==> src/design/raster_pkg.sv <==
// Shared constants and types for the raster timing generator
//
// Summary of operation
// - single width routes column mux to pixel clock
// - double width 80: first dot stage halves
// - double width 132: prescaler becomes divide-by-two
// - load pulse spans the dot beside character clock
// - double width load: halved char clock, delayed
// - fetch pulses follow character clock during hold
// - three fetch pulses before blank falls
// - double width drops alternate fetch pulses, first
// - first horizontal stage divides three or five
// - second horizontal stage divides by seventeen
// - last horizontal stage divides by two
// - drive and blank start at scan end
// - retrace pulse lasts quarter to half scan
// - active scan 83 or 137 characters
// - blank rises on char clock, falls mid-character
// - nine counter bits form unique buffer address
// - second half address has bit 7 low
// - address bits 3,4 serve as keyboard clocks
// - address bit 7 is half-scan square wave
// - interlaced fields odd half-scans, else whole
// - 240 displayed lines, odd field interleaved
// - field start aligned or mid-scan when interlaced
// - mode write decodes columns or refresh rate
// - mode write strobe holds counters cleared
// - dot counter divides by ten or nine
// - prescaler 1.5 for 80, direct for 132
`default_nettype none
package raster_pkg;
	// Register map, byte addresses on APB
	localparam logic [7:0] MODE_OFFSET   = 8'h00;
	localparam logic [7:0] STATUS_OFFSET = 8'h04;
	localparam logic [7:0] FIELD_OFFSET  = 8'h08;
	// Mode write data bits
	localparam int MODE_LOW_BIT  = 0;
	localparam int MODE_HIGH_BIT = 1;
	// Master clock rate the dividers run from
	localparam int MASTER_CLK_MHZ = 125;

	// Divider moduli
	localparam logic [1:0] PRESC_DIV_80    = 2'h3;
	localparam logic [1:0] PRESC_DIV_DW132 = 2'h2;
	localparam logic [3:0] DOT_DIV_80      = 4'hA;
	localparam logic [3:0] DOT_DIV_132     = 4'h9;
	localparam logic [2:0] H1_DIV_80       = 3'h3;
	localparam logic [2:0] H1_DIV_132      = 3'h5;
	localparam logic [4:0] H2_DIV          = 5'h11;
	localparam logic [4:0] H2_LAST         = 5'h10;

	// Characters per scan, active characters and retrace width
	localparam logic [7:0] SCAN_80    = 8'h66;
	localparam logic [7:0] SCAN_132   = 8'hAA;
	localparam logic [7:0] ACTIVE_80  = 8'h53;
	localparam logic [7:0] ACTIVE_132 = 8'h89;
	localparam logic [7:0] DRIVE_80   = 8'h22;
	localparam logic [7:0] DRIVE_132  = 8'h38;
	localparam logic [7:0] FETCH_LEAD = 8'h03;

	// Field lengths in half-scans, top offset and display lines
	localparam logic [9:0] FIELD_60_NI = 10'h20C;
	localparam logic [9:0] FIELD_60_IL = 10'h20D;
	localparam logic [9:0] FIELD_50_NI = 10'h276;
	localparam logic [9:0] FIELD_50_IL = 10'h275;
	localparam logic [9:0] TOP_60      = 10'h014;
	localparam logic [9:0] TOP_50      = 10'h032;
	localparam logic [9:0] FIELD_LINES = 10'h0F0;

	// Programmed display mode
	typedef struct packed {
		logic interlace;
		logic hz50;
		logic col132;
	} mode_s;
	localparam mode_s MODE_RESET = '{interlace: 1'b1, hz50: 1'b0, col132: 1'b0};

	// Field parity, one flip per field when interlaced
	typedef enum logic [0:0] {
		FIELD_EVEN = 1'b0,
		FIELD_ODD  = 1'b1
	} field_e;
endpackage : raster_pkg
`default_nettype wire

==> src/design/mod_counter.sv <==
// Modulo counter stepped by an enable, with synchronous clear
`default_nettype none
module mod_counter #(
	parameter int W = 4
) (
	input  wire logic         pclk,
	input  wire logic         presetn,
	input  wire logic         clear,
	input  wire logic         step,
	input  wire logic [W-1:0] modulus,
	output logic      [W-1:0] count,
	output logic              wrap
);
	logic [W-1:0] next_count; // Value for the next edge

	// Terminal state reached on a step; a clear cancels it so a restart sends no stray pulse
	assign wrap = step && !clear && (count == modulus - W'(1));

	// Clear wins, then wrap, then increment
	always_comb begin
		next_count = count;
		if (clear) begin
			next_count = '0;
		end else if (wrap) begin
			next_count = '0;
		end else if (step) begin
			next_count = count + W'(1);
		end
	end

	// Plain register, no enable
	always_ff @(posedge pclk or negedge presetn) begin
		if (!presetn) begin
			count <= '0;
		end else begin
			count <= next_count;
		end
	end
endmodule : mod_counter
`default_nettype wire

==> src/design/video_raster_timing.sv <==
// Raster timing generator: dot, character, scan and field timing with APB mode port
`default_nettype none
module video_raster_timing (
	input  wire logic                 pclk,
	input  wire logic                 presetn,
	input  wire logic                 psel,
	input  wire logic                 penable,
	input  wire logic                 pwrite,
	input  wire logic [7:0]           paddr,
	input  wire logic [31:0]          pwdata,
	output logic      [31:0]          prdata,
	output logic                      pready,
	output logic                      pslverr,
	input  wire logic                 hold_request,
	input  wire logic                 double_width,
	output raster_pkg::mode_s         mode,
	output logic                      pixel_clock,
	output logic                      char_clock,
	output logic                      shift_register_load,
	output logic                      fetch_address_increment,
	output logic                      fetch_increment_window,
	output logic                      horizontal_blank,
	output logic                      horizontal_retrace_pulse_n,
	output logic      [7:0]           line_buffer_addr,
	output logic                      half_scan_tick,
	output logic                      field_start,
	output logic                      odd_field,
	output logic                      field_display
);
	import raster_pkg::*;

	// Address map decode, used for both read and write
	function automatic logic [1:0] reg_index(input logic [7:0] addr);
		if (addr == MODE_OFFSET) begin
			reg_index = 2'h1;
		end else if (addr == STATUS_OFFSET) begin
			reg_index = 2'h2;
		end else if (addr == FIELD_OFFSET) begin
			reg_index = 2'h3;
		end else begin
			reg_index = 2'h0;
		end
	endfunction : reg_index

	// Non-binary line buffer address from the nine horizontal bits
	function automatic logic [7:0] lb_addr(input logic h3, input logic [4:0] h2,
			input logic [2:0] h1);
		if (h2 == H2_LAST) begin
			// Ninth bit folds the last stage-two state into unused low codes
			lb_addr = {~h3, 1'b0, h1, 3'h7};
		end else begin
			lb_addr = {~h3, h2[3:0], h1};
		end
	endfunction : lb_addr

	logic        access;          // APB access phase
	logic        wr_mode;         // Mode write in progress
	logic        mode_write_strobe_n; // Low while a mode write is under way
	logic        clear;           // Counter clear
	mode_s       next_mode;       // Mode after this edge
	logic [31:0] next_prdata;     // Read data captured in setup
	logic [1:0]  presc;           // 1.5 or 2 prescaler state
	logic [1:0]  next_presc;
	logic [1:0]  presc_mod;       // Active prescaler modulus
	logic        dot_en;          // Single-width dot time
	logic        pix_en;          // Selected pixel clock enable
	logic [3:0]  dot_cnt;         // Dot counter state
	logic [3:0]  dot_mod;
	logic        char_en;         // Character clock enable
	logic [2:0]  h1;              // First horizontal stage
	logic [2:0]  h1_mod;
	logic        h1_wrap;
	logic [4:0]  h2;              // Second horizontal stage
	logic        h2_wrap;
	logic        h3;              // Last horizontal stage
	logic        next_h3;
	logic        scan_end;        // Character edge ending a scan
	logic [7:0]  pos;             // Character position in scan
	logic [7:0]  half_len;        // Characters per half-scan
	logic [7:0]  scan_len;
	logic [7:0]  blank_len;
	logic [7:0]  drive_len;
	logic        char_half;       // Every other character clock
	logic        next_char_half;
	logic        fetch_phase;     // Alternating fetch suppressor
	logic        next_fetch_phase;
	logic        window;
	logic        fetch_cand;
	logic [9:0]  half_cnt;        // Half-scans in this field
	logic [9:0]  field_len;
	logic [9:0]  top_len;
	logic [9:0]  line_half;       // Half-scan index aligned to whole scans
	logic        field_wrap;
	field_e      field;
	field_e      next_field;
	logic        next_pixel_clock;
	logic        next_char_clock;
	logic        next_load;
	logic        next_fetch;
	logic        next_window;
	logic        next_blank;
	logic        next_retrace_n;
	logic [7:0]  next_lba;
	logic        next_half_tick;
	logic        next_field_start;
	logic        next_field_display;

	// APB slave: zero wait state, error on unmapped address
	assign access  = psel && penable;
	assign pready  = 1'b1;
	assign pslverr = access && (reg_index(paddr) == 2'h0);
	assign wr_mode = access && pwrite && (reg_index(paddr) == 2'h1);
	// The write pulse also clears the timing chain, so writes disturb the display
	assign mode_write_strobe_n = ~wr_mode;
	assign clear = ~mode_write_strobe_n;

	// Mode decode and read data capture
	always_comb begin
		next_mode   = mode;
		next_prdata = prdata;
		if (wr_mode) begin
			if (!pwdata[MODE_HIGH_BIT]) begin
				// Column select forces interlace
				next_mode.col132    = pwdata[MODE_LOW_BIT];
				next_mode.interlace = 1'b1;
			end else begin
				// Refresh select forces noninterlace
				next_mode.hz50      = pwdata[MODE_LOW_BIT];
				next_mode.interlace = 1'b0;
			end
		end
		if (psel && !penable && !pwrite) begin
			// Captured in setup so the access phase returns a flop
			case (reg_index(paddr))
				2'h1: begin
					next_prdata = {29'h0, mode};
				end
				2'h2: begin
					next_prdata = {16'h0, line_buffer_addr, 4'h0, odd_field,
						field_display, horizontal_blank, horizontal_retrace_pulse_n};
				end
				2'h3: begin
					next_prdata = {22'h0, half_cnt};
				end
				default: begin
					next_prdata = 32'h0000_0000;
				end
			endcase
		end
	end

	// Prescaler: 1.5 in 80 columns, 2 in 132 columns where only double width uses it
	always_comb begin
		presc_mod = mode.col132 ? PRESC_DIV_DW132 : PRESC_DIV_80;
		if (clear) begin
			next_presc = 2'h0;
		end else if (presc == presc_mod - 2'h1) begin
			next_presc = 2'h0;
		end else begin
			next_presc = presc + 2'h1;
		end
		// Two enables in three master cycles gives the 1.5 ratio
		dot_en = mode.col132 ? 1'b1 : (presc != 2'h2);
		if (!double_width) begin
			pix_en = dot_en;
		end else if (!mode.col132) begin
			pix_en = dot_en && dot_cnt[0];
		end else begin
			pix_en = (presc == 2'h1);
		end
	end

	// Dot counter sets the character clock
	assign dot_mod = mode.col132 ? DOT_DIV_132 : DOT_DIV_80;
	mod_counter #(.W(4)) u_dot (
		.pclk    (pclk),
		.presetn (presetn),
		.clear   (clear),
		.step    (dot_en),
		.modulus (dot_mod),
		.count   (dot_cnt),
		.wrap    (char_en)
	);

	// First stage makes master/45 in both modes
	assign h1_mod = mode.col132 ? H1_DIV_132 : H1_DIV_80;
	mod_counter #(.W(3)) u_h1 (
		.pclk    (pclk),
		.presetn (presetn),
		.clear   (clear),
		.step    (char_en),
		.modulus (h1_mod),
		.count   (h1),
		.wrap    (h1_wrap)
	);

	// Second stage, fixed 17, gives the half-scan rate
	mod_counter #(.W(5)) u_h2 (
		.pclk    (pclk),
		.presetn (presetn),
		.clear   (clear),
		.step    (h1_wrap),
		.modulus (H2_DIV),
		.count   (h2),
		.wrap    (h2_wrap)
	);

	// Field counter of half-scans; odd length makes fields alternate
	always_comb begin
		if (mode.interlace) begin
			field_len = mode.hz50 ? FIELD_50_IL : FIELD_60_IL;
		end else begin
			field_len = mode.hz50 ? FIELD_50_NI : FIELD_60_NI;
		end
		top_len = mode.hz50 ? TOP_50 : TOP_60;
	end
	mod_counter #(.W(10)) u_field (
		.pclk    (pclk),
		.presetn (presetn),
		.clear   (clear),
		.step    (h2_wrap),
		.modulus (field_len),
		.count   (half_cnt),
		.wrap    (field_wrap)
	);

	// Scan geometry for the current column mode
	always_comb begin
		half_len  = mode.col132 ? 8'(H2_DIV) * 8'(H1_DIV_132) : 8'(H2_DIV) * 8'(H1_DIV_80);
		scan_len  = mode.col132 ? SCAN_132 : SCAN_80;
		blank_len = scan_len - (mode.col132 ? ACTIVE_132 : ACTIVE_80);
		drive_len = mode.col132 ? DRIVE_132 : DRIVE_80;
		pos       = (h3 ? half_len : 8'h00) + 8'(h2) * 8'(h1_mod) + 8'(h1);
		scan_end  = h2_wrap && h3;
		window    = (pos >= blank_len - FETCH_LEAD) && (pos < scan_len - FETCH_LEAD);
	end

	// Last stage, phase toggles and field parity
	always_comb begin
		next_h3          = h3;
		next_char_half   = char_half;
		next_fetch_phase = fetch_phase;
		next_field       = field;
		fetch_cand       = char_en && hold_request && window;
		if (clear) begin
			next_h3          = 1'b0;
			next_char_half   = 1'b0;
			next_fetch_phase = 1'b0;
			next_field       = FIELD_EVEN;
		end else begin
			if (h2_wrap) begin
				next_h3 = ~h3;
			end
			if (char_en) begin
				next_char_half = ~char_half;
			end
			if (char_en && pos == blank_len - FETCH_LEAD - 8'h01) begin
				// Restart the suppressor so the first pulse is the one dropped
				next_fetch_phase = 1'b0;
			end else if (fetch_cand) begin
				next_fetch_phase = ~fetch_phase;
			end
			if (field_wrap) begin
				// Noninterlaced fields are all even
				next_field = (mode.interlace && field == FIELD_EVEN) ? FIELD_ODD : FIELD_EVEN;
			end
		end
	end

	// Output decode; all timing outputs leave through flops
	always_comb begin
		next_pixel_clock = pix_en && !clear;
		next_char_clock  = char_en;
		if (clear) begin
			next_load = 1'b0;
		end else if (!double_width) begin
			// Last dot of the character, next to the character clock
			next_load = dot_en && (dot_cnt == dot_mod - 4'h1);
		end else begin
			// Every other character, one single-width dot later
			next_load = dot_en && char_half && (dot_cnt == 4'h0);
		end
		next_fetch  = fetch_cand && (!double_width || fetch_phase);
		next_window = window;
		next_blank  = horizontal_blank;
		if (clear) begin
			next_blank = 1'b1;
		end else if (scan_end) begin
			next_blank = 1'b1;
		end else if (dot_en && pos == blank_len && dot_cnt == (dot_mod >> 1)) begin
			// Mid-character fall; the downstream logic retimes it
			next_blank = 1'b0;
		end
		next_retrace_n = horizontal_retrace_pulse_n;
		if (clear) begin
			next_retrace_n = 1'b1;
		end else if (scan_end) begin
			next_retrace_n = 1'b0;
		end else if (char_en && pos == drive_len - 8'h01) begin
			next_retrace_n = 1'b1;
		end
		next_lba       = lb_addr(h3, h2, h1);
		next_half_tick = h2_wrap;
		// Odd fields begin halfway through a scan by the odd half count
		next_field_start = field_wrap;
		line_half = half_cnt + {9'h000, field == FIELD_ODD};
		next_field_display = (line_half >= (top_len << 1))
			&& (line_half < ((top_len + FIELD_LINES) << 1));
	end

	// State and output registers
	always_ff @(posedge pclk or negedge presetn) begin
		if (!presetn) begin
			mode                       <= MODE_RESET;
			prdata                     <= 32'h0000_0000;
			presc                      <= 2'h0;
			h3                         <= 1'b0;
			char_half                  <= 1'b0;
			fetch_phase                <= 1'b0;
			field                      <= FIELD_EVEN;
			pixel_clock                <= 1'b0;
			char_clock                 <= 1'b0;
			shift_register_load        <= 1'b0;
			fetch_address_increment    <= 1'b0;
			fetch_increment_window     <= 1'b0;
			horizontal_blank           <= 1'b1;
			horizontal_retrace_pulse_n <= 1'b1;
			line_buffer_addr           <= 8'h80;
			half_scan_tick             <= 1'b0;
			field_start                <= 1'b0;
			odd_field                  <= 1'b0;
			field_display              <= 1'b0;
		end else begin
			mode                       <= next_mode;
			prdata                     <= next_prdata;
			presc                      <= next_presc;
			h3                         <= next_h3;
			char_half                  <= next_char_half;
			fetch_phase                <= next_fetch_phase;
			field                      <= next_field;
			pixel_clock                <= next_pixel_clock;
			char_clock                 <= next_char_clock;
			shift_register_load        <= next_load;
			fetch_address_increment    <= next_fetch;
			fetch_increment_window     <= next_window;
			horizontal_blank           <= next_blank;
			horizontal_retrace_pulse_n <= next_retrace_n;
			line_buffer_addr           <= next_lba;
			half_scan_tick             <= next_half_tick;
			field_start                <= next_field_start;
			odd_field                  <= (next_field == FIELD_ODD);
			field_display              <= next_field_display;
		end
	end
endmodule : video_raster_timing
`default_nettype wire

==> config.mk <==
export PLATFORM = sky130hd
export DESIGN_NAME = video_raster_timing
export DESIGN_NICKNAME = d
export VERILOG_FILES = /design/src/design/raster_pkg.sv /design/src/design/mod_counter.sv /design/src/design/video_raster_timing.sv
export SDC_FILE = /design/constraint.sdc
export NUM_CORES = 1
export LEC_CHECK = 0
export BUFFER_PORTS_ARGS = -buffer_cell sky130_fd_sc_hd__buf_2
export CAP_MARGIN = 20
export CORE_MARGIN = 2
export CORE_UTILIZATION = 34
export CTS_BUF_LIST = sky130_fd_sc_hd__clkbuf_8
export CTS_CLUSTER_SIZE = 10
export DETAILED_ROUTE_END_ITERATION = 10
export GPL_TIMING_DRIVEN = 0
export SLEW_MARGIN = 5
export SYNTH_ARGS = -nofsm -noshare
export SYNTH_HDL_FRONTEND = slang
export SYNTH_SLANG_ARGS = --single-unit
==> constraint.sdc <==
create_clock -name pclk -period 11.1 [get_ports pclk]
set_input_delay 0 -clock pclk [delete_from_list [all_inputs] [get_ports pclk]]
set_output_delay 0 -clock pclk [all_outputs]
set_load 0.02 [all_outputs]
== Yosys cells after proc, flatten, opt, wreduce, memory -nomap -nowiden ==
Index checks and enable logic that the tools add are counted.

* Register bits after elaboration: 81
* Input bits: 47

* Add/subtract/negate cells: 18
* Multiply operators: 1
* Magnitude comparators: 4
* Equal/unequal tests: 17
* Mux-type cells: 54
* Bitwise gates (word level): 5
* Reductions and logical operators: 50

{| class="wikitable"
|+ Operators with widths
! cell !! count
|-
| $pmux W16 S3 || 1
|-
| $mux W7 || 6
|-
| $logic_and A1 B1 Y1 || 30
|-
| $mux W10 || 3
|-
| $eq A8 B8 Y1 || 3
|-
| $mux W1 || 23
|-
| $reduce_bool A3 Y1 || 7
|-
| $mux W5 || 4
|-
| $mux W8 || 2
|-
| $sub A8 B2 Y8 const B || 2
|-
| $mux W2 || 7
|-
| $mux W3 || 4
|-
| $mux W4 || 3
|-
| $add A10 B1 Y10 || 1
|-
| $add A10 B1 Y10 const B || 1
|-
| $eq A10 B10 Y1 || 1
|-
| $ge A10 B7 Y1 || 1
|-
| $lt A10 B10 Y1 || 1
|-
| $sub A10 B1 Y10 const B || 1
|-
| $add A6 B8 Y9 const B || 1
|-
| $add A7 B8 Y8 || 1
|-
| $add A8 B3 Y8 || 1
|-
| $eq A8 B3 Y1 const B || 1
|-
| $eq A8 B4 Y1 const B || 1
|-
| other kinds (30) || 43
|}

== Longest topological paths before layout ==
Gate-level depths: netlist of run 1.

* Depth after elaboration: 17
* Mapped depth: 20
* Gate-level depth less buffers: 19

== Modules after synthesis ==
From an unflattened synthesis of run 1, not the netlist that was laid out.

* Cells, all modules: 534
* Area, all modules: 5072.4 um^2

{| class="wikitable"
|+ By module, submodules not included
! module !! times used !! cells an instance !! area an instance (um^2) !! seq. area each (um^2)
|-
| video_raster_timing || 1 || 322 || 3130.5 || 1081.0
|-
| mod_counter at u_field || 1 || 110 || 975.9 || 250.2
|-
| mod_counter at u_h2 || 1 || 42 || 390.4 || 125.1
|-
| mod_counter at u_dot || 1 || 35 || 326.6 || 100.1
|-
| mod_counter at u_h1 || 1 || 25 || 249.0 || 75.1
|}

== Worst setup path before layout of run 1 ==
Ideal clock, no wire load.

* Kind: reg2reg
* Start: register mode[0] (netlist bit)
* End: register fetch_phase
* Library setup time: 0.077 ns
* Arrival time: 4.747 ns
* Required time: 11.023 ns
* Path slack: 6.276 ns
* Cell stages (with the launch flop): 18
* Path buffers: 2
* Period minus slack after synthesis: 4.824 ns
* Cell sequence: dfrtp_1 buf_2 clkbuf_1 o21ai_0 ha_1 inv_1 fa_1 fa_1 fa_1 nand2b_1 a211oi_1 a31oi_1 and2_1 ha_1 a21oi_1 o31ai_1 or4_1 a21oi_1

* Cells in the longest elaborated chain, start to end: 8
* Elaborated cells on any way between the ends: 28
* Classes of those cells: 7 x add/sub; 1 x mul; 2 x order compare; 2 x eq/ne; 9 x mux; 7 x reduce/logical

{| class="wikitable"
|+ Ends and longest elaborated chain
! element !! line !! text
|-
| start, declared || video_raster_timing.sv:16 || <nowiki>output raster_pkg::mode_s mode,</nowiki>
|-
| start signal, assigned || video_raster_timing.sv:334 || <nowiki>mode <= next_mode;</nowiki>
|-
| $mux W3, or another cell as far along || video_raster_timing.sv:186 || <nowiki>assign h1_mod = mode.col132 ? H1_DIV_132 : H1_DIV_80;</nowiki>
|-
| $mul A5 B3 Y8, or another cell as far along || video_raster_timing.sv:233 || <nowiki>pos = (h3 ? half_len : 8'h00) + 8'(h2) * 8'(h1_mod) + 8'(h1);</nowiki>
|-
| $add A7 B8 Y8 or $sub A8 B2 Y8 (tied branches) || video_raster_timing.sv:233, video_raster_timing.sv:235, video_raster_timing.sv:257 ||
|-
| $add A8 B3 Y8 or $sub A8 B1 Y8 (tied branches) || video_raster_timing.sv:233, video_raster_timing.sv:257 ||
|-
| $ge A8 B8 Y1, or another cell as far along || video_raster_timing.sv:235 || <nowiki>window = (pos >= blank_len - FETCH_LEAD) && (pos < scan_len - FETCH_LEAD);</nowiki>
|-
| $logic_and A1 B1 Y1, on equally long branches || video_raster_timing.sv:235, video_raster_timing.sv:257 ||
|-
| $logic_and A1 B1 Y1 or $mux W1 (tied branches) || video_raster_timing.sv:244, video_raster_timing.sv:257 ||
|-
| $reduce_bool A3 Y1 (no source line) or $mux W1 (tied branches) || -- ||
|-
| end signal, assigned || video_raster_timing.sv:339 || <nowiki>fetch_phase <= next_fetch_phase;</nowiki>
|-
| end, declared || video_raster_timing.sv:85 || <nowiki>logic fetch_phase;</nowiki>
|}

Several ways; a longest one is shown, not always the timed one.
A chain may end at the register's enable or synchronous reset.

== Final worst setup path of run 1 ==
Ends and elaborated chain as after synthesis.

==> flow_summary.json, run 1 <==
{
  "status": "finished clean",
  "p_per_area_nw_per_um2": 285,
  "drv_cap": 0,
  "p_sw_share_pct": 48.2,
  "dp_hpwl_um": 8030,
  "yosys_most_used_dff": "dfrtp_1",
  "post_cts_buffers": 0,
  "initialDrtViolationCount": 263,
  "synthTopCellsByCount": "dfrtp_1, nor2_1, nand2_1, ha_1, inv_1",
  "numPortBuffers": 54,
  "p_clk_share_pct": 13.4,
  "seqPwrFrac_pct": 21.8,
  "cts_buffers": 9,
  "cp_slowest_cell": "dfrtp_1",
  "die_height_um": 118,
  "std_cell_rows": 41,
  "min_path_type": "input port to register",
  "die_x_um": 118,
  "die-area_um2": 13900,
  "crit_family": "adder cells",
  "hold_depth": 3,
  "cts_root_buf": "clkbuf_8",
  "avgSynthCellArea_um2": 9.18,
  "crit_path_end_kind": "register",
  "yosysMostFrequentCell": "dfrtp_1",
  "holdPathEnd": "prdata[1]",
  "crit_path_start_kind": "register",
  "start_util_pct": 34.9,
  "report.final.slew_viol_count": 0,
  "synthArstFlopShare_pct": 100,
  "drt_pass1_iterations": 4,
  "grt_overflow": 0,
  "grt_pass1_vias": 3637,
  "reg2reg_from": "mode[0]",
  "timing.fmax_ghz": 0.183,
  "drive_above_1_share_pct": 19.2,
  "setup_violations": 0,
  "post-route-min-period_ns": 5.46,
  "ir_drop_uv": 232,
  "grt_max_degree": 66,
  "area_growth_pct": 18.0,
  "ant_nets": 0,
  "seq_area_frac_synth_pct": 36.9,
  "path_max_fanout": 10,
  "worstPathArrival_ns": 5.74,
  "critPathMaxStageDelay_ns": 0.53,
  "routabilityCongestion": 0.825,
  "synth-warning-count": 0,
  "ys_types": 68,
  "cts.path.max_buffers": 2,
  "postPlaceCellArea_um2": 4970,
  "clk-insertion-delay-late_ns": 0.35,
  "crit_top_cell": "fa_1",
  "rsz0062_at_grt": "false",
  "num_vias": 3767,
  "diodes": 0,
  "finalHoldViolations": 0,
  "startpoint": "mode[0]",
  "r2r-end": "fetch_phase",
  "power_switching_w": 0.000717,
  "cts_tree": "yes",
  "worst_pin_slew_ns": 0.844,
  "tns_ns": 0,
  "timing.critical_path.buf_inv": 3,
  "power_leakage_nw": 2.60,
  "combPwrFrac_pct": 64.8,
  "clock-skew-final_ns": 0.0158,
  "routedWlPerCell_um": 14.3,
  "ios": 103,
  "yosys.area.top_type": "dfrtp_1",
  "grt_pass1_wl_um": 17900,
  "r2r_slack_ns": 5.64,
  "final_nets": 659,
  "slew_headroom_pct": 43.4,
  "hold_start": "psel",
  "clock-sinks": 65,
  "via_per_inst": 5.05,
  "worst_ep_required_time_ns": 11.38,
  "wl_um": 10700,
  "htreeDepth": 3,
  "reg2reg_depth": 17,
  "syn_area_um2": 4420,
  "period_share_pct": 49.2,
  "core_area_um2": 12700,
  "fill_cells": 1308,
  "internal-power_w": 0.000772,
  "path_cells": "buf_2 > clkbuf_1 > o21ai_0 > ha_1 > inv_1 > fa_1 > fa_1 > fa_1 > nand2b_1 > a211oi_1 > a31oi_1 > and2_1 > ha_1 > a21oi_1 > o31ai_1 > or4_1 > a21oi_1",
  "cts-resized-gates": 0,
  "crit_type": "register to register",
  "synth-edff-count": 0,
  "synth.area.top_cells": "dfrtp_1, ha_1, nor2_1, nand2_1, fa_1",
  "stdcell_area_um2": 5220,
  "yosys.area.top_type_share_pct": 34.5,
  "grt_use_total_pct": 15.7,
  "synth_cells": 482,
  "antenna_found_initial": 0,
  "drc_errors": 0,
  "ys_ff_latch": 65,
  "clkTransAtPathRegs_ns": 0.08
}
## registers in the layout, indices dropped and copies added, names as in the netlist, 2 cells and up
| name | flops |
|---|---|
| presc | 2 |
| u_h1.count | 3 |
| line_buffer_addr | 8 |
| u_field.count | 10 |
| u_dot.count | 4 |
| prdata | 16 |
| mode | 3 |
| u_h2.count | 5 |
## layer usage
| metal | GRT usage, % | share of wire (%) | vias up |
|---|---|---|---|
| met2 | 24.9 | 47 | 125 |
| li1 | - | - | 1838 |
| met4 | 5.12 | 0.91 | 0 |
| met5 | 0 | 0 | - |
| met1 | 21.6 | 46 | 1797 |
| met3 | 3.05 | 6.1 | 7 |
## through the flow
stage / hold WS (ns) / cells / setup slack [ns] / util (%) / total power (W)
finish: 0.0873 / 746 / 5.64 / 41.2 / 0.00149
global route: 0.111 / 746 / 5.25 / 41.2 / 0.00166
CTS: 0.0691 / 746 / 5.63 / 41.2 / 0.00149
detailed placement: 0.160 / 724 / 5.68 / 39.2 / 0.00128
global placement: 0.244 / 724 / 5.79 / 39.2 / 0.00124
floorplan: -0.296 / 498 / 6.28 / - / 0.00106
## cell families after synthesis
kind of cell | count (synthesis) | synth area share (%)
other cells | 2 | 0.170
xor+xnor | 21 | 4.16
fa+ha+maj | 43 | 13.3
mux | 7 | 1.67
simple gates | 165 | 18.9
buf+inv | 76 | 8.23
compound gates | 103 | 16.7
flops | 65 | 36.9
## layout make-up
| class | instances | area, um^2 | area share (%) |
|---|---|---|---|
| multi-input cells | 357 | 2490 | 47.7 |
| flip-flops and latches | 65 | 1630 | 31.2 |
| repair buffers | 60 | 333 | 6.37 |
| plain buffers | 39 | 225 | 4.31 |
| well taps | 172 | 215 | 4.12 |
| inverters | 37 | 139 | 2.66 |
| clock buffers | 10 | 138 | 2.64 |
| clock inverters | 6 | 51.3 | 0.983 |
## worst max path at each step
stage / end / slack (ns) / cells past startpoint
floorplan: fetch_phase / 6.28 / 17
global placement: fetch_phase / 5.79 / 17
detailed placement: fetch_phase / 5.68 / 17
CTS: fetch_phase / 5.63 / 17
global route: fetch_phase / 5.25 / 17
finish: fetch_phase / 5.64 / 17
## power groups by stage
stage	combinational (W)	clock, W	sequential (W)
2_1_floorplan	0.000726	0	0.000336
3_3_place_gp	0.000918	0	0.000327
3_5_place_dp	0.000951	0	0.000328
4_1_cts	0.000966	0.000205	0.000324
5_1_grt	0.00111	0.000215	0.000330
6_report	0.000966	0.000200	0.000324
## repair_timing
action,4_1_cts,5_1_grt
endpoints found under the hold margin,67,0
endpoints found under the setup margin,0,0
hold buffers,6,0
## tightest hold or removal path, cell delays in order
cell	delay, ns
buf_2	0.12
nand3_1	0.16
o21ai_0	0.11
## cell usage in the layout (no fill, tap or decap), types with 4 or more instances in the layout
master,Yosys,layout
ha_1,36,36
a21oi_1,25,25
a22o_1,10,10
dfrtp_1,61,61
clkbuf_1,15,15
xnor2_1,10,10
o21ai_0,16,16
nor2b_1,7,7
nor2_1,49,49
buf_2,6,59
xor2_1,11,11
o2111ai_1,4,4
nand4_1,5,5
dlygate4sd3_1,0,6
nor3_1,10,10
nand2_1,43,43
nand3_1,15,15
clkbuf_8,0,10
buf_4,17,18
a21o_1,5,5
inv_1,36,39
a31oi_1,6,6
a211oi_1,5,5
and3_1,4,4
conb_1,2,18
dfstp_2,4,4
fa_1,7,7
and2_1,5,5
mux2i_1,4,4
nand2b_1,5,5
Note: power is estimated with default switching activity, not from simulation.
==> run 2: changes to the inputs <==
- clock period: 11.1 -> 5.3 ns (I/O delays scaled with it)
==> flow_summary.json, run 2 (synthesized netlist as in run 1, its figures left out) <==
{
  "status": "finished clean",
  "routedWlPerCell_um": 14.2,
  "worst_pin_slew_ns": 0.843,
  "timing.critical_path.buf_inv": 2,
  "std_cell_rows": 41,
  "final_nets": 658,
  "clock-skew-final_ns": 0.0156,
  "core_area_um2": 12700,
  "drive_above_1_share_pct": 19.4,
  "clock-sinks": 65,
  "crit_family": "adder cells",
  "crit_top_cell": "fa_1",
  "largest_reg_flops": 16,
  "die-area_um2": 13900,
  "drv_cap": 0,
  "timing.fmax_ghz": 0.206,
  "antenna_found_initial": 0,
  "setup_violations": 0,
  "path_cells": "buf_4 > o21ai_0 > ha_1 > inv_1 > fa_1 > fa_1 > fa_1 > nand2b_1 > a211oi_1 > a31oi_1 > and2_1 > ha_1 > a21oi_1 > o31ai_1 > or4_1 > a21oi_1",
  "via_per_inst": 5.05,
  "post_cts_buffers": 0,
  "grt_overflow": 0,
  "power_leakage_nw": 2.59,
  "final_common_cell": "dfrtp_1",
  "ant_nets": 0,
  "critPathMaxStageDelay_ns": 0.53,
  "drt_pass1_iterations": 5,
  "diodes": 0,
  "area_growth_pct": 18.0,
  "ios": 103,
  "numPortBuffers": 54,
  "cp_slowest_cell": "fa_1",
  "worst_ep_required_time_ns": 5.57,
  "min_path_type": "input port to register",
  "start_util_pct": 34.9,
  "initialDrtViolationCount": 264,
  "wl_um": 10600,
  "crit_type": "register to register",
  "period_share_pct": 91.7,
  "fill_cells": 1306,
  "fin_hold_ws_ns": 0.0956,
  "grt_use_total_pct": 15.6,
  "drc_errors": 0,
  "dp_hpwl_um": 8030,
  "tns_ns": 0,
  "cts_tree": "yes",
  "fin_util_pct": 41.2,
  "num_vias": 3760,
  "slew_headroom_pct": 43.5,
  "path_max_fanout": 19,
  "clkTransAtPathRegs_ns": 0.08,
  "cts.path.max_buffers": 2,
  "post-route-min-period_ns": 4.86,
  "rsz0062_at_grt": "false",
  "clk-insertion-delay-late_ns": 0.35,
  "crit_path_end_kind": "register",
  "htreeDepth": 3,
  "total_power_w": 0.00313,
  "ir_drop_uv": 488,
  "routabilityCongestion": 0.825,
  "grt_pass1_wl_um": 17900,
  "finalHoldViolations": 0,
  "die_x_um": 118,
  "cts_root_buf": "clkbuf_8",
  "top_regs": "prdata: 16 flops, u_field.count: 10 flops, line_buffer_addr: 8 flops",
  "cts_buffers": 9,
  "grt_pass1_vias": 3633,
  "most-common-layout-cells": "dfrtp_1, buf_2, nor2_1",
  "die_height_um": 118,
  "crit_path_start_kind": "register",
  "worstPathArrival_ns": 5.13,
  "p_per_area_nw_per_um2": 599,
  "grt_max_degree": 66,
  "top_register": "prdata",
  "report.final.slew_viol_count": 0
}
==> run 2: power by group <==
part | internal [W] | switching [W] | total [W]
Clock | 0.000224 | 0.000193 | 0.000417
Sequential | 0.000586 | 0.0000929 | 0.000679
Combinational | 0.000807 | 0.00122 | 0.00203
Total | 0.00162 | 0.00151 | 0.00313
==> run 2: path summary, 6_finish.rpt <==
path | slack (ns) | startpoint | cells after the start | endpoint
setup / recovery | 0.44 | mode[0] | 16 | fetch_phase
hold / removal | 0.1 | paddr[3] | 4 | prdata[1]
setup reg to reg | 0.44 | mode[0] | 16 | fetch_phase
hold reg to reg | 0.49 | line_buffer_addr[5] | 1 | prdata[13]
max in group asynchronous | 4.40 | presetn | 2 | mode[0]
min in group asynchronous | 0.30 | presetn | 2 | prdata[14]
==> run 2: routing by layer <==
metal	vias up	track usage, %	part of all wire, %
met5	-	0	0
met4	0	5.12	0.84
met3	6	3.05	5.1
met2	113	24.7	47
met1	1803	21.4	47
li1	1838	-	-
==> run 2: tightest hold or removal path: cells and delay by family <==
family	cells	cell delay, ns
buffers and inverters	1	0.15
and+or+nand+nor	1	0.06
AOI/OAI and AO/OA	2	0.18
==> run 2: area by class of cell <==
class                           count  area [um^2]  share of cell area (%)
Inverter                           37          139                    2.66
Clock inverter                      6         51.3                   0.983
Timing Repair Buffer               60          333                    6.37
Sequential cell                    65         1630                    31.3
Multi-Input combinational cell    357         2490                    47.7
Buffer                             38          224                    4.29
Clock buffer                       10          138                    2.64
Tap cell                          172          215                    4.12
==> run 2: what timing repair did <==
| item | 4_1_cts | 5_1_grt |
|---|---|---|
| endpoints found under the setup margin | 1 | 1 |
| hold endpoints to repair | 67 | 0 |
| hold buffers | 6 | 0 |
| resized for setup | 0 | 3 |
==> run 2: through the flow <==
stage,cells,worst slack (ns),cell area [um^2]
finish,745,0.438,5220
global route,745,0.0776,5220
CTS,745,0.193,5220
detailed placement,724,-0.117,4970
global placement,724,-0.0130,4970
floorplan,498,0.476,4480
==> run 3: changes to the inputs <==
- clock period: 5.3 -> 5 ns (I/O delays scaled with it)
==> flow_summary.json, run 3 (synthesized netlist as in run 1, its figures left out) <==
{
  "report.final.slew_viol_count": 0,
  "num_vias": 3773,
  "ir_drop_uv": 521,
  "seqPwrFrac_pct": 21.7,
  "final_nets": 660,
  "worstPathArrival_ns": 4.91,
  "min_path_type": "input port to register",
  "combPwrFrac_pct": 65.1,
  "dp_hpwl_um": 8030,
  "grt_overflow": 0,
  "via_per_inst": 5.05,
  "die_height_um": 118,
  "status": "finished clean",
  "cts_tree": "yes",
  "wl_um": 10600,
  "cts.path.max_buffers": 2,
  "post-route-min-period_ns": 4.64,
  "ant_nets": 0,
  "power_leakage_nw": 2.61,
  "period_share_pct": 92.7,
  "clock-skew-final_ns": 0.0138,
  "most-common-layout-cells": "dfrtp_1, buf_2, nor2_1",
  "numPortBuffers": 54,
  "clk-insertion-delay-late_ns": 0.34,
  "timing.fmax_ghz": 0.216,
  "initialDrtViolationCount": 240,
  "routedWlPerCell_um": 14.2,
  "ios": 103,
  "grt_use_total_pct": 15.6,
  "path_max_fanout": 19,
  "top_regs": "prdata: 16 flops, u_field.count: 10 flops, line_buffer_addr: 8 flops",
  "clkTransAtPathRegs_ns": 0.08,
  "grt_pass1_vias": 3633,
  "htreeDepth": 3,
  "setup_ws_ns": 0.363,
  "internal-power_w": 0.00173,
  "power_switching_w": 0.00159,
  "worst_ep_required_time_ns": 5.27,
  "p_sw_share_pct": 47.9,
  "rsz0062_at_grt": "false",
  "clock-sinks": 65,
  "p_clk_share_pct": 13.2,
  "antenna_found_initial": 0,
  "slew_headroom_pct": 42.0,
  "p_per_area_nw_per_um2": 634,
  "core_area_um2": 12700,
  "grt_pass1_wl_um": 17900,
  "crit_path_end_kind": "register",
  "drv_cap": 0,
  "place_ws_ns": -0.417,
  "setup_violations": 0,
  "final_common_cell": "dfrtp_1",
  "drive_above_1_share_pct": 20.0,
  "drc_errors": 0,
  "crit_type": "register to register",
  "diodes": 0,
  "finalHoldViolations": 0,
  "std_cell_rows": 41,
  "die-area_um2": 13900,
  "top_register": "prdata",
  "fin_hold_ws_ns": 0.102,
  "area_growth_pct": 18.6,
  "cts_buffers": 9,
  "r2r_slack_ns": 0.36,
  "die_x_um": 118,
  "largest_reg_flops": 16,
  "start_util_pct": 34.9,
  "drt_pass1_iterations": 5,
  "crit_path_start_kind": "register",
  "grt_max_degree": 66,
  "routabilityCongestion": 0.825,
  "worst_pin_slew_ns": 0.864,
  "cts_root_buf": "clkbuf_8"
}
-- run 3: changes by cell type in the layout (fill, tap and decap cells not counted), sizes merged --
cell and change:
buf +2
-- run 3: power by group through the flow --
stage / Clock [W] / Combinational, W / Sequential, W
5_1_grt: 0.000478 / 0.00249 / 0.000733
2_1_floorplan: 0 / 0.00161 / 0.000746
6_report: 0.000439 / 0.00217 / 0.000720
3_3_place_gp: 0 / 0.00204 / 0.000725
4_1_cts: 0.000454 / 0.00214 / 0.000720
3_5_place_dp: 0 / 0.00211 / 0.000729
-- run 3: path summary, 6_finish.rpt --
kind                                startpoint     endpoint  cells past startpoint
max in group asynchronous              presetn      mode[0]                      2
setup / recovery                       mode[0]  fetch_phase                     17
setup reg to reg                       mode[0]  fetch_phase                     17
hold / removal                            psel    prdata[1]                      3
min in group asynchronous              presetn   prdata[14]                      2
hold reg to reg            line_buffer_addr[5]   prdata[13]                      1
-- run 3: through the flow --
step	cell area [um^2]	utilization (%)	cells	TNS (ns)	total power [W]
final	5250	41.4	747	0	0.00332
after global routing	5250	41.4	747	0	0.00370
after CTS	5220	41.2	745	0	0.00332
after detailed placement	4970	39.2	724	-0.657	0.00284
after global placement	4970	39.2	724	-0.412	0.00276
after floorplan	4480	-	498	0	0.00236
-- run 3: cell type report --
type                    count  area, um^2
inverters                  37         139
clock inverters             6        51.3
well taps                 172         215
clock buffers              10         138
repair buffers             62         348
fillers                  1303        7420
flip-flops and latches     65        1630
plain buffers              38         228
multi-input cells         357        2500
-- run 3: routing by layer --
metal | GRT usage [%] | routed length (um) | vias to the layer above | share of wire, %
met3 | 3.05 | 540 | 6 | 5.1
met4 | 5.12 | 89 | 0 | 0.84
li1 | - | - | 1845 | -
met1 | 21.4 | 4900 | 1814 | 46
met2 | 24.7 | 5070 | 108 | 48
met5 | 0 | 0 | - | 0
-- run 3: critical path, stage by stage (launching register included) --
cell and delay (ns):
dfrtp_2 0.42, buf_6 0.17, nand2_1 0.06, o21ai_0 0.08
ha_1 0.28, inv_1 0.05, fa_1 0.53, fa_2 0.48
fa_1 0.47, nand2b_1 0.20, a211oi_2 0.22, a31oi_1 0.15
and2_1 0.18, ha_1 0.29, a21oi_1 0.17, o31ai_1 0.13
or4_1 0.53, a21oi_1 0.17
-- run 3: repair_timing --
item,4_1_cts,5_1_grt
pin swaps,0,0
cloned,0,0
gates resized for setup,1,4
setup endpoints to repair,3,2
hold endpoints to repair,67,0
hold buffers,6,0
setup buffers,0,2
